File: config.mk
export PLATFORM = sky130hd
export DESIGN_NAME = timer3_counter
export DESIGN_NICKNAME = d
export VERILOG_FILES = /design/src/rtl/timer3_counter.v /design/src/rtl/ext_edge_detect.v /design/src/rtl/prescaler.v
export VERILOG_INCLUDE_DIRS = /design/src /design/src/rtl
export SDC_FILE = /design/constraint.sdc
export NUM_CORES = 1
export LEC_CHECK = 0
export BUFFER_PORTS_ARGS = -buffer_cell sky130_fd_sc_hd__buf_2
export CAP_MARGIN = 10
export CELL_PAD_IN_SITES_DETAIL_PLACEMENT = 1
export CELL_PAD_IN_SITES_GLOBAL_PLACEMENT = 1
export CORE_MARGIN = 8
export CORE_UTILIZATION = 38
export CTS_CLUSTER_SIZE = 16
export DETAILED_ROUTE_END_ITERATION = 12
export PLACE_DENSITY = 0.82
export SLEW_MARGIN = 10
export SYNTH_ARGS = -nofsm -noshare
export SYNTH_HDL_FRONTEND = slang
export SYNTH_HIERARCHICAL = 1
export SYNTH_SLANG_ARGS = --single-unit
export TNS_END_PERCENT = 1
File: constraint.sdc
create_clock -name clk -period 7.25 [get_ports clk]
set_clock_uncertainty 0.05 [all_clocks]
set_input_delay 1.45 -clock clk [delete_from_list [all_inputs] [get_ports clk]]
set_output_delay 1.45 -clock clk [all_outputs]
set_load 0.03 [all_outputs]
File: src/rtl/timer3_regs.vh
// Register map, field positions and reset values of the 16-bit timer/counter
`ifndef TIMER3_REGS_VH
`define TIMER3_REGS_VH
`define ADDR_LOW 12'h000
`define ADDR_HIGH 12'h004
`define ADDR_CTRL 12'h008
`define ADDR_STATUS 12'h00C
`define ADDR_MASK 12'h010
`define ADDR_PINS 12'h014
`define ADDR_ROUTE 12'h018
`define CTRL_RESET 8'h00
`define BIT_WIDE 7
`define BIT_ROUTE_HI 6
`define BIT_PS_HI 5
`define BIT_PS_LO 4
`define BIT_ROUTE_LO 3
`define BIT_NOSYNC 2
`define BIT_CLKSEL 1
`define BIT_RUN 0
`define COMPARE_RESET_MODE 4'hB
`define COUNT_MAX 16'hFFFF
`define COUNT_ZERO 16'h0000
`endif

File: src/rtl/timer3_counter.v
// 16-bit timer/counter with APB registers, buffered access and overflow interrupt
//
// The implementer's own choices: the APB slave port and the register addresses.
`timescale 1ns/1ps
`include "timer3_regs.vh"
module timer3_counter (
  // Clock and reset
  input wire clk,
  input wire reset_n,
  // APB slave
  input wire psel,
  input wire penable,
  input wire pwrite,
  input wire [11:0] paddr,
  input wire [31:0] pwdata,
  output wire pready,
  output wire pslverr,
  output reg [31:0] prdata,
  // Clock sources
  input wire instrTick,
  input wire extClockPin,
  input wire lpOscClock,
  input wire lpOscEnable,
  // Port pins of the shared oscillator
  input wire [1:0] portPinIn,
  input wire [1:0] portDirection,
  output wire [1:0] portPinOe,
  // Compare units
  input wire [4:0] compareEvent,
  input wire [19:0] compareModeField,
  output wire [4:0] useTimer34,
  // Interrupt
  output wire irq
);
  reg [7:0] control_reg;
  reg [15:0] count_reg;
  reg [7:0] buffer_reg;
  reg flag_reg;
  reg enable_reg;
  reg [7:0] rdata_next;
  reg [15:0] count_next;
  wire wrEn;
  wire rdEn;
  wire wideMode;
  wire clkSel;
  wire runOn;
  wire extRise;
  wire rawTick;
  wire preTick;
  wire lowWrite;
  wire highWrite;
  wire lowRead;
  wire statusRead;
  wire trigger;
  wire overflow;
  wire cntWrite;
  wire [7:0] wbyte;
  ////////////////////////////////////////////////////////////////////////
  // Bus decode
  assign pready = 1'b1;
  assign pslverr = 1'b0;
  assign wrEn = psel && penable && pwrite;
  assign rdEn = psel && penable && !pwrite;
  assign wbyte = pwdata[7:0];
  assign lowWrite = wrEn && (paddr == `ADDR_LOW);
  assign highWrite = wrEn && (paddr == `ADDR_HIGH);
  assign lowRead = rdEn && (paddr == `ADDR_LOW);
  assign statusRead = rdEn && (paddr == `ADDR_STATUS);
  // only writes that reach the count mask trigger and wrap
  assign cntWrite = lowWrite || (highWrite && !wideMode);
  assign wideMode = control_reg[`BIT_WIDE];
  assign clkSel = control_reg[`BIT_CLKSEL];
  assign runOn = control_reg[`BIT_RUN];
  ////////////////////////////////////////////////////////////////////////
  // Routing to compare units
  function [4:0] route_map;
    input [1:0] code;
    begin
      case (code)
        2'b11: route_map = 5'h1F;
        2'b10: route_map = 5'h1C;
        2'b01: route_map = 5'h1E;
        default: route_map = 5'h00;
      endcase
    end
  endfunction
  assign useTimer34 = route_map({control_reg[`BIT_ROUTE_HI], control_reg[`BIT_ROUTE_LO]});
  // trigger from a unit routed here in mode 1011
  genvar u;
  wire [4:0] trigHit;
  generate
    for (u = 0; u < 5; u = u + 1) begin : trig_g
      assign trigHit[u] = compareEvent[u] && useTimer34[u] &&
        (compareModeField[4*u+3:4*u] == `COMPARE_RESET_MODE);
    end
  endgenerate
  // Async counter mode ignores the reset, as on the original part
  assign trigger = |trigHit && !(clkSel && control_reg[`BIT_NOSYNC]);
  ////////////////////////////////////////////////////////////////////////
  // Clock source and prescaler
  // oscillator pins forced to inputs
  assign portPinOe = lpOscEnable ? 2'b00 : ~portDirection;
  // sync select inside the edge detector
  ext_edge_detect edge_u (
    .clk(clk),
    .reset_n(reset_n),
    .noSync(control_reg[`BIT_NOSYNC]),
    .armClear(!clkSel),
    .extLevel(lpOscEnable ? lpOscClock : extClockPin),
    .risePulse(extRise)
  );
  // source select: instruction tick or external edge
  assign rawTick = runOn && (clkSel ? extRise : instrTick);
  prescaler pre_u (
    .clk(clk),
    .reset_n(reset_n),
    .sel(control_reg[`BIT_PS_HI:`BIT_PS_LO]),
    .clear(lowWrite),
    .tickIn(rawTick),
    .tickOut(preTick)
  );
  ////////////////////////////////////////////////////////////////////////
  // Counter
  // wrap detect, trigger excluded
  // A buffered high write leaves the count alone, so it must not hide a wrap
  assign overflow = preTick && (count_reg == `COUNT_MAX) && !cntWrite && !trigger;
  always @* begin
    count_next = count_reg;
    if (preTick)
      count_next = count_reg + 16'h0001;
    if (trigger && !cntWrite)
      count_next = `COUNT_ZERO;
    if (lowWrite) begin
      count_next[7:0] = wbyte;
      if (wideMode)
        count_next[15:8] = buffer_reg;
    end
    if (highWrite && !wideMode)
      count_next[15:8] = wbyte;
  end
  always @(posedge clk or negedge reset_n) begin
    if (!reset_n) begin
      count_reg <= `COUNT_ZERO;
      buffer_reg <= 8'h00;
      control_reg <= `CTRL_RESET;
      flag_reg <= 1'b0;
      enable_reg <= 1'b0;
    end else begin
      count_reg <= count_next;
      // high address hits buffer in wide mode
      if (highWrite && wideMode)
        buffer_reg <= wbyte;
      else if (lowRead && wideMode)
        buffer_reg <= count_reg[15:8];
      if (wrEn && paddr == `ADDR_CTRL)
        control_reg <= wbyte;
      if (wrEn && paddr == `ADDR_MASK)
        enable_reg <= wbyte[0];
      // Set wins over read clear
      if (overflow)
        flag_reg <= 1'b1;
      else if (statusRead)
        flag_reg <= 1'b0;
    end
  end
  assign irq = flag_reg && enable_reg;
  ////////////////////////////////////////////////////////////////////////
  // Read data
  always @* begin
    case (paddr)
      `ADDR_LOW: rdata_next = count_reg[7:0];
      `ADDR_HIGH: rdata_next = wideMode ? buffer_reg : count_reg[15:8];
      `ADDR_CTRL: rdata_next = control_reg;
      `ADDR_STATUS: rdata_next = {7'h00, flag_reg};
      `ADDR_MASK: rdata_next = {7'h00, enable_reg};
      `ADDR_PINS: rdata_next = {6'h00, lpOscEnable ? 2'b00 : portPinIn};
      `ADDR_ROUTE: rdata_next = {3'h0, useTimer34};
      default: rdata_next = 8'h00;
    endcase
  end
  // Combinational read, captured by the master at the access edge
  always @* begin
    prdata = {24'h000000, rdata_next};
  end
endmodule // timer3_counter

File: src/rtl/ext_edge_detect.v
// External clock path: optional synchroniser and rising-edge detector
`timescale 1ns/1ps
module ext_edge_detect (
  // Clock and reset
  input wire clk,
  input wire reset_n,
  // Control
  input wire noSync,
  input wire armClear,
  // External level
  input wire extLevel,
  // Edge out
  output wire risePulse
);
  reg sync1_reg;
  reg sync2_reg;
  reg prev_reg;
  reg armed_reg;
  wire level;
  // Unsynchronised path trades metastability safety for latency
  assign level = noSync ? extLevel : sync2_reg;
  always @(posedge clk or negedge reset_n) begin
    if (!reset_n) begin
      sync1_reg <= 1'b0;
      sync2_reg <= 1'b0;
      prev_reg <= 1'b0;
      armed_reg <= 1'b0;
    end else begin
      sync1_reg <= extLevel;
      sync2_reg <= sync1_reg;
      prev_reg <= level;
      if (armClear)
        armed_reg <= 1'b0;
      else if (prev_reg && !level)
        armed_reg <= 1'b1;
    end
  end
  assign risePulse = armed_reg && !prev_reg && level;
endmodule // ext_edge_detect

File: src/rtl/prescaler.v
// Prescaler 1:1, 1:2, 1:4, 1:8 ahead of the counter
`timescale 1ns/1ps
module prescaler (
  // Clock and reset
  input wire clk,
  input wire reset_n,
  // Control
  input wire [1:0] sel,
  input wire clear,
  input wire tickIn,
  // Output
  output wire tickOut
);
  reg [2:0] count_reg;
  wire [2:0] limit;
  assign limit = (sel == 2'b11) ? 3'h7 : (sel == 2'b10) ? 3'h3 : (sel == 2'b01) ? 3'h1 : 3'h0;
  assign tickOut = tickIn && (count_reg >= limit);
  always @(posedge clk or negedge reset_n) begin
    if (!reset_n)
      count_reg <= 3'h0;
    else if (clear)
      count_reg <= 3'h0;
    else if (tickIn)
      count_reg <= tickOut ? 3'h0 : count_reg + 3'h1;
  end
endmodule // prescaler

==> results.yml, run 1 <==
timing:
  drv_slew: 0
  maxSlewHeadroom: 0.204
  hold_violations: 0
  setup_viol: 0
  tns_ps: 0
  fmax_mhz: 219
  rsz0062_at_grt: "no"
  final.min_clock_period_ps: 4560
  finalCritPeriodShare: 0.630
  worst_slew_pin_slew_ps: 1190
floorplanning:
  initial_core_util: 0.393
  die_h_um: 106
  die_x_um: 106
  ios: 124
  fp.dieArea_um2: 11200
  core-area_um2: 7770
  rows: 32
cells_and_area:
  layout.nets: 482
  largest_reg_flops: 16
  stdcell_count: 498
  utilization: 0.449
  drive_above_1_share: 0.313
  antennaDiodeCount: 0
  syn_to_final_growth_pct: 14.2
  nFillCells: 956
setup_path:
  criticalPathCategory: "primary input to output pin"
  cp_data_arrival_time_ps: 3060
  cp_max_fo: 15
  worstPathCellList: "buf_2 -> nor2b_1 -> a21oi_1 -> a211oi_1 -> buf_2"
  cp-end-kind: "output pin"
  critical-path-max-stage-delay_ps: 670
  crit_top_cell: "buf_2"
  cp-start-kind: "primary input"
  reg2regPathDepth: 11
  slowest_stage: "nor2b_1"
  reg2reg_from: "control_reg[2]$_DFFE_PN0P_"
  reg2reg_to: "count_reg[14]$_DFF_PN0_"
  crit_required_ps: 5750
  rrSetupSlack_ps: 4300
hold_path:
  min_path_cells: 0
  worst_hold_path.endpoint: "edge_u/sync2_reg$_DFF_PN0_"
  hold_path_startpoint: "edge_u/sync1_reg$_DFF_PN0_"
  hold_class: "flip-flop to flip-flop"
placed_design:
  place_congestion: 0.839
  port_buffers: 73
  dp_cells: 490
  dp_hpwl_um: 7380
clock_network:
  post-cts-setup-buffers: 0
  clockRootBuffer: "clkbuf_8"
  cts_hold_buf: 0
  cts_resized: 0
  cts.clk_slew.worst_paths_ps: 90
  cts_buffer_depth: 2
  cts_tree: "done"
  numCtsBuffers: 5
  cts_max_level: 2
  worst_skew_pair.late_latency_ps: 300
  cts.sink_count: 41
logic_synthesis:
  syn_inst: 330
  synth-edff-count: 0
  synth_top_area_frac: 0.336
  async_reset_ff_frac: 1.00
  yosysTopAreaCell: "dfrtp_1"
  yosys-top-cells-area: "dfrtp_1 34%, buf_4 6.9%, mux2_2 4.4%, nor2_1 4.2%, nand2_1 3.9%"
  yosysSeqAreaShare: 0.336
  synth.avg_cell_area_um2: 9.24
  synth_cell_type_count: 59
  netlist_area_um2: 3050
  synth_ff_type: "dfrtp_1"
  synth-seq-cells: 41
  yosys_warnings: 6
run:
  drv_cap: 0
grt:
  grt_pass1_vias: 2892
  grt_max_degree: 42
  grt_pass1_wl_um: 15300
  antenna_found_initial: 0
  grt_usage: 0.167
  grt-ovfl-total: 0
route:
  route.vias.total: 2718
  drt-total-wl_um: 9370
  post-route-drc-count: 0
  drtPass1Iterations: 4
  ant_nets: 0
  drt_iter0_drc: 114
  wl_per_cell_um: 18.8
  vias_per_cell: 5.46
power:
  powerDensity_nw_per_um2: 139
  fin_total_pwr_uw: 485
  ir_worst_vdd_mv: 0.0548
  leakage_uw: 0.00162
outcome:
  status: "completed"
## cell type report
class / count / area (µm²) / area share
Multi-Input combinational cell: 265 / 1820 / 0.521
Sequential cell: 41 / 1030 / 0.294
Timing Repair Buffer: 73 / 365 / 0.105
Tap cell: 102 / 128 / 0.0366
Clock buffer: 5 / 68.8 / 0.0197
Clock inverter: 3 / 46.3 / 0.0133
Inverter: 9 / 33.8 / 0.00969
## through the flow
step / area, µm² / worst slack, ps / hold WS [ps]
4_1_cts: 3480 / 2710 / 311
2_1_floorplan: 3140 / 2940 / 281
3_5_place_dp: 3370 / 2710 / 289
3_3_place_gp: 3370 / 2740 / 294
6_report: 3480 / 2690 / 308
5_1_grt: 3480 / 2550 / 317
## layout by cell type, fill, tap and decap left out, types with 9 or more instances in the layout
cell type  count
a21oi_1       14
a22o_1         9
a22oi_1       14
buf_2         73
conb_1        26
dfrtp_1       41
mux2_2        12
nand2_1       32
nand4_1       12
nor2_1        34
## per-layer routing
metal / track usage / up-vias / part of all wire
li1: - / 1269 / -
met1: 0.203 / 1348 / 0.42
met2: 0.286 / 95 / 0.50
met3: 0.0438 / 6 / 0.067
met4: 0.0442 / 0 / 0.010
met5: 0 / - / 0
## cell families after synthesis
| family | synth area share |
|---|---|
| flops | 0.336 |
| xor+xnor | 0.0431 |
| buf+inv | 0.0976 |
| fa+ha+maj | 0.0205 |
| simple gates | 0.254 |
| other cells | 0.00246 |
| compound gates | 0.163 |
| mux | 0.0829 |
## cells in the mapped netlist (5+ instances only)
cell type and count:
a22o_1 9, ha_1 5, and3_1 6, mux2i_1 8, inv_1 8, mux2_2 12, xor2_1 8, dfrtp_1 41
nand2b_1 6, a21oi_1 14, nand4_1 12, nor2_1 34, a22oi_1 14, o21ai_2 7, and2_1 5, nand2_1 32
xnor2_1 7, nand3_1 6, buf_4 28
## worst max-delay path by stage
stage          startpoint         to  slack (ps)  cells after the start
3_5_place_dp     paddr[3]  prdata[0]        2710                      5
2_1_floorplan    paddr[2]  prdata[0]        2940                      5
4_1_cts          paddr[3]  prdata[0]        2710                      5
5_1_grt          paddr[3]  prdata[0]        2550                      5
3_3_place_gp     paddr[3]  prdata[0]        2740                      5
6_report         paddr[3]  prdata[0]        2690                      5
## worst max-delay path, delay by kind of cell
| kind | cells | cell delay, ps |
|---|---|---|
| compound gates | 2 | 400 |
| simple gates | 1 | 670 |
| buf+inv | 2 | 530 |
## power by group
group	switching (µW)	total [µW]	internal, µW	leakage (µW)
clock	89.0	192	103	0.0000543
sequential	0.870	231	230	0.000566
combinational	44.6	61.6	17.0	0.00100
Note: power is estimated with default switching activity, not from simulation.
==> inputs of run 2 (changes only) <==
--- a/config.mk
+++ b/config.mk
@@ -6,15 +6,16 @@
 export SDC_FILE = /design/constraint.sdc
 export NUM_CORES = 1
 export LEC_CHECK = 0
+export ABC_AREA = 1
 export BUFFER_PORTS_ARGS = -buffer_cell sky130_fd_sc_hd__buf_2
 export CAP_MARGIN = 10
 export CELL_PAD_IN_SITES_DETAIL_PLACEMENT = 1
 export CELL_PAD_IN_SITES_GLOBAL_PLACEMENT = 1
 export CORE_MARGIN = 8
-export CORE_UTILIZATION = 38
+export CORE_UTILIZATION = 35
 export CTS_CLUSTER_SIZE = 16
 export DETAILED_ROUTE_END_ITERATION = 12
-export PLACE_DENSITY = 0.82
+export PLACE_DENSITY = 0.79
 export SLEW_MARGIN = 10
 export SYNTH_ARGS = -nofsm -noshare
 export SYNTH_HDL_FRONTEND = slang
==> constraint.sdc (replaced) <==
create_clock -name clk -period 4.4 [get_ports clk]
set_clock_uncertainty 0.05 [all_clocks]
set_input_delay 0.88 -clock clk [delete_from_list [all_inputs] [get_ports clk]]
set_output_delay 0.88 -clock clk [all_outputs]
set_load 0.03 [all_outputs]
==> run 2 against run 1 <==
Routed wire length up 16%. Clock power up 94%. Sequential cell count unchanged. Worst setup slack worse by 1500 ps. Via count up 20%. Sequential power up 66%. Final cell count up 28%. Critical endpoint is now prdata[4].
==> results.yml, run 2 <==
setup_path:
  rrSetupSlack_ps: 1780
  critical-path-max-stage-delay_ps: 340
  slowest_stage: "or2_2"
  cp_max_fo: 4
  crit_required_ps: 3470
  cp-start-kind: "primary input"
  cp_data_arrival_time_ps: 2300
  cp-end-kind: "output pin"
  criticalPathCategory: "primary input to output pin"
  crit_top_cell: "buf_2"
  worstPathCellList: "buf_2 -> nor2_1 -> nand2_2 -> nor2_2 -> nand4_1 -> or2_2 -> o2111ai_1 -> buf_2"
power:
  leakage_uw: 0.00190
  ir_worst_vdd_mv: 0.127
  fin_total_pwr_uw: 859
  powerDensity_nw_per_um2: 229
clock_network:
  cts.sink_count: 41
  post-cts-setup-buffers: 0
  cts_resized: 0
  cts.clk_slew.worst_paths_ps: 80
  clockRootBuffer: "clkbuf_8"
  cts_tree: "done"
  cts_hold_buf: 0
  worst_skew_pair.late_latency_ps: 310
  cts_max_level: 2
  numCtsBuffers: 5
  cts_buffer_depth: 2
logic_synthesis:
  netlist_area_um2: 3270
  synth-compound-area-share: 0.0987
  yosysMostFrequentCell: "nand2_1"
  synthSimpleGateAreaFrac: 0.374
  yosys-top-cells-area: "dfrtp_1 31%, nand2_1 13%, nand3_1 7.0%, buf_4 6.4%, nor2_1 5.2%"
  synthMuxAreaShare: 0.0344
  syn_inst: 457
  synth_top_area_frac: 0.314
  synth-edff-count: 0
  async_reset_ff_frac: 1.00
  yosysTopAreaCell: "dfrtp_1"
  synth_top_family_by_area: "simple AND/OR/NAND/NOR gates"
  synth_commonest_cells: "112 x nand2_1, 46 x nand3_1, 45 x nor2_1, 42 x inv_1, 41 x dfrtp_1"
  yosys_warnings: 6
  synth.avg_cell_area_um2: 7.15
  synth_cell_type_count: 40
  yosysSeqAreaShare: 0.314
  synth-xor-area-share: 0.0188
  synth-seq-cells: 41
  synth_ff_type: "dfrtp_1"
  synthAdderAreaFrac: 0.0191
route:
  drt_iter0_drc: 128
  route.vias.total: 3273
  drtPass1Iterations: 4
  post-route-drc-count: 0
  wl_per_cell_um: 17.0
  vias_per_cell: 5.12
  drt-total-wl_um: 10800
  ant_nets: 0
timing:
  rsz0062_at_grt: "no"
  final.min_clock_period_ps: 3230
  setup_viol: 0
  drv_slew: 0
  fmax_mhz: 309
  hold_slack_ps: 306
  hold_violations: 0
  worst_slew_pin_slew_ps: 1000
  tns_ps: 0
  finalCritPeriodShare: 0.735
  final.setup.worst_slack_ps: 1170
  maxSlewHeadroom: 0.330
placed_design:
  port_buffers: 73
  post-place-ws_ps: 994
  dp_hpwl_um: 8650
  place_congestion: 0.840
  dp_cells: 631
grt:
  grt_pass1_wl_um: 17700
  grt_max_degree: 42
  antenna_found_initial: 0
  grt_usage: 0.173
  grt_pass1_vias: 3513
  grt-ovfl-total: 0
cells_and_area:
  drive_above_1_share: 0.258
  antennaDiodeCount: 0
  largest_reg_flops: 16
  stdcell_count: 639
  syn_to_final_growth_pct: 14.6
  layout.nets: 614
  layout_common_cells: "112 x nand2_1, 73 x buf_2, 46 x nand3_1"
  final_common_cell: "nand2_1"
floorplanning:
  core-area_um2: 9150
  rows: 35
  ios: 124
  die_x_um: 113
  fp.dieArea_um2: 12700
  initial_core_util: 0.357
  die_h_um: 113
outcome:
  status: "completed"
hold_path:
  hold_class: "flip-flop to flip-flop"
run:
  drv_cap: 0
-- run 2: final timing paths --
kind                                       startpoint                         end  cells past startpoint
max                                         paddr[11]                   prdata[4]                      8
min                        edge_u/sync1_reg$_DFF_PN0_  edge_u/sync2_reg$_DFF_PN0_                      0
max reg2reg                control_reg[2]$_DFFE_PN0P_     count_reg[11]$_DFF_PN0_                     17
min reg2reg                edge_u/sync1_reg$_DFF_PN0_  edge_u/sync2_reg$_DFF_PN0_                      0
max in group asynchronous                     reset_n   buffer_reg[5]$_DFFE_PN0P_                      1
min in group asynchronous                     reset_n    count_reg[4]$_DFFE_PN0P_                      1
-- run 2: metrics by stage --
stage / instance area [µm²] / utilization
floorplan: 3360 / -
global placement: 3610 / 0.395
detailed placement: 3610 / 0.395
CTS: 3750 / 0.409
global route: 3750 / 0.409
finish: 3750 / 0.409
-- run 2: power breakdown --
group	switching (µW)	internal [µW]	leakage (µW)
combinational	73.8	28.6	0.00128
clock	148	226	0.0000681
sequential	2.89	381	0.000547
total	224	635	0.00190
-- run 2: cells by family (layout without fill, tap and decap cells) --
family / Yosys count / in the layout
simple gates: 253 / 253
buf+inv: 87 / 134
compound gates: 52 / 52
flops: 41 / 41
mux: 10 / 10
xor+xnor: 7 / 7
fa+ha+maj: 5 / 5
other cells: 2 / 26
-- run 2: critical path, delay by kind of cell --
kind,cells,cell delay [ps]
buffers and inverters,2,340
AO/OA/AOI/OAI,1,110
AND/OR/NAND/NOR,5,960
-- run 2: area by class of cell --
class	instances	area, µm²
clock inverter	3	65.1
multi-input combinational	353	1880
tap	111	139
fill	1201	5410
clock buffer	5	68.8
inverter	52	195
timing repair buffer	74	373
sequential	41	1030
-- run 2: per-layer routing --
layer / global-route usage / part of all wire / vias to the layer above
met5: 0 / 0 / -
met4: 0.0468 / 0.019 / 0
met3: 0.0526 / 0.076 / 18
met2: 0.308 / 0.48 / 105
met1: 0.196 / 0.42 / 1583
li1: - / - / 1567
==> inputs of run 3 (changes only) <==
--- a/config.mk
+++ b/config.mk
@@ -6,13 +6,13 @@
 export SDC_FILE = /design/constraint.sdc
 export NUM_CORES = 1
 export LEC_CHECK = 0
-export ABC_AREA = 1
+export ABC_AREA = 0
 export BUFFER_PORTS_ARGS = -buffer_cell sky130_fd_sc_hd__buf_2
 export CAP_MARGIN = 10
 export CELL_PAD_IN_SITES_DETAIL_PLACEMENT = 1
 export CELL_PAD_IN_SITES_GLOBAL_PLACEMENT = 1
 export CORE_MARGIN = 8
-export CORE_UTILIZATION = 35
+export CORE_UTILIZATION = 36
 export CTS_CLUSTER_SIZE = 16
 export DETAILED_ROUTE_END_ITERATION = 12
 export PLACE_DENSITY = 0.79
==> constraint.sdc (replaced) <==
create_clock -name clk -period 3.15 [get_ports clk]
set_clock_uncertainty 0.05 [all_clocks]
set_input_delay 0.63 -clock clk [delete_from_list [all_inputs] [get_ports clk]]
set_output_delay 0.63 -clock clk [all_outputs]
set_load 0.03 [all_outputs]
==> run 3 against run 2 <==
Worst hold slack better by 9.6 ps. Sequential share of layout area rose by 1.8 points. Cell area decreased by 6.0%. Routed wire length fell by 13%. First-iteration DRC count fell by 14%. Largest power group unchanged. Sequential cell count unchanged. Clock power rose by 11%. Core utilization increased by 1.9 points.
==> results.yml, run 3 (same netlist as run 1, synthesis figures left out) <==
outcome:
  status: "completed"
timing:
  finalCritPeriodShare: 0.829
  fmax_mhz: 383
  rsz0062_at_grt: "no"
  final.min_clock_period_ps: 2610
  tns_ps: 0
  worst_slew_pin_slew_ps: 948
  setup_viol: 0
  drv_slew: 0
  final.setup.worst_slack_ps: 539
  hold_slack_ps: 316
  maxSlewHeadroom: 0.368
  hold_violations: 0
clock_network:
  numCtsBuffers: 5
  cts_buffer_depth: 2
  cts_max_level: 2
  clockRootBuffer: "clkbuf_8"
  cts.sink_count: 41
  cts_hold_buf: 0
  cts_resized: 0
  cts.clk_slew.worst_paths_ps: 80
  cts_tree: "done"
  post-cts-setup-buffers: 0
  worst_skew_pair.late_latency_ps: 290
grt:
  grt_use_met2: 0.295
  grt_max_degree: 42
  grt.met1_usage: 0.193
  antenna_found_initial: 0
  grt_busiest_layer: "met2"
  grt_usage: 0.164
  grt_pass1_vias: 2961
  met3_usage: 0.0327
  grt_pass1_wl_um: 15200
  grt-ovfl-total: 0
setup_path:
  cp_max_fo: 5
  critical_path.top_delay_family: "simple AND/OR/NAND/NOR gates"
  crit_required_ps: 3280
  cp-end-kind: "flip-flop"
  rrSetupSlack_ps: 540
  criticalPathCategory: "flip-flop to flip-flop"
  reg2reg_from: "control_reg[5]$_DFFE_PN0P_"
  worstPathCellList: "or2_2 -> ha_1 -> nor2b_1 -> o21ai_1 -> and2_1 -> nand4_1 -> nor2_1 -> and3_1 -> nand3_1 -> xor2_1 -> o21ai_2"
  cp_data_arrival_time_ps: 2740
  critical-path-max-stage-delay_ps: 440
  worst-path-buf-inv: 0
  cp-start-kind: "flip-flop"
  startpoint: "control_reg[5]$_DFFE_PN0P_"
  slowest_stage: "dfrtp_1"
floorplanning:
  die_h_um: 108
  initial_core_util: 0.371
  ios: 124
  core-area_um2: 8220
  rows: 33
  fp.dieArea_um2: 11700
  die_x_um: 108
run:
  drv_cap: 0
hold_path:
  hold_path_startpoint: "edge_u/sync1_reg$_DFF_PN0_"
  hold_class: "flip-flop to flip-flop"
cells_and_area:
  layout.nets: 488
  antennaDiodeCount: 0
  drive_above_1_share: 0.322
  syn_to_final_growth_pct: 15.5
  stdcell_area_um2: 3520
  largest_reg_flops: 16
  layout_common_cells: "73 x buf_2, 41 x dfrtp_1, 34 x nor2_1"
  final_common_cell: "buf_2"
route:
  vias_per_cell: 5.36
  post-route-drc-count: 0
  drtPass1Iterations: 4
  drt-total-wl_um: 9400
  route.vias.total: 2713
  ant_nets: 0
  drt_iter0_drc: 110
  wl_per_cell_um: 18.6
power:
  powerDensity_nw_per_um2: 309
  fin_total_pwr_uw: 1090
  ir_worst_vdd_mv: 0.117
  leakage_uw: 0.00166
placed_design:
  post-place-ws_ps: 233
  port_buffers: 73
  place_congestion: 0.862
  dp_hpwl_um: 7410
  dpl-instance-area_um2: 3420
## run 3: cell types whose count changed in the layout (fill, tap and decap cells not counted), sizes merged, moves of 6 or more
| cell | before | now |
|---|---|---|
| nand2 | 124 | 32 |
| nand3 | 52 | 8 |
| inv | 52 | 9 |
| nor2 | 57 | 36 |
| a22oi | 0 | 14 |
| a22o | 0 | 9 |
| and3 | 0 | 9 |
| mux2i | 0 | 8 |
| o211ai | 9 | 2 |
| o21ai | 16 | 9 |
| a21oi | 20 | 14 |
| nand2b | 0 | 6 |
| xnor2 | 1 | 7 |
## run 3: layout make-up
type,count,area (µm²)
fillers,1018,4690
inverters,9,33.8
clock buffers,5,68.8
repair buffers,79,410
multi-input cells,265,1820
clock inverters,2,35.0
well taps,105,131
flip-flops and latches,41,1030
## run 3: worst paths after layout
check,to,cells after the start
min in group asynchronous,pre_u/count_reg[1]$_DFFE_PN0P_,1
hold / removal,edge_u/sync2_reg$_DFF_PN0_,0
hold reg to reg,edge_u/sync2_reg$_DFF_PN0_,0
setup reg to reg,count_reg[14]$_DFF_PN0_,11
max in group asynchronous,count_reg[6]$_DFFE_PN0P_,1
setup / recovery,count_reg[14]$_DFF_PN0_,11
## run 3: worst register-to-register path: cells and delay by family (launching register included)
family          cells  cell delay, ps
flops               1             440
compound gates      2             220
fa+ha+maj           1             280
xor+xnor            1             190
simple gates        7            1320
## run 3: stage by stage
stage | instances | util
CTS | 506 | 0.429
global placement | 499 | 0.416
finish | 506 | 0.429
detailed placement | 499 | 0.416
floorplan | 354 | -
global route | 506 | 0.429
## run 3: metal layers
| metal | vias to the layer above | share of wire |
|---|---|---|
| met5 | - | 0 |
| met4 | 0 | 0.0084 |
| met3 | 5 | 0.062 |
| met2 | 74 | 0.53 |
| met1 | 1353 | 0.40 |
| li1 | 1281 | - |
## run 3: where the power goes
part	internal (µW)	switching, µW
Clock	231	185
Sequential	529	1.87
Combinational	40.0	103
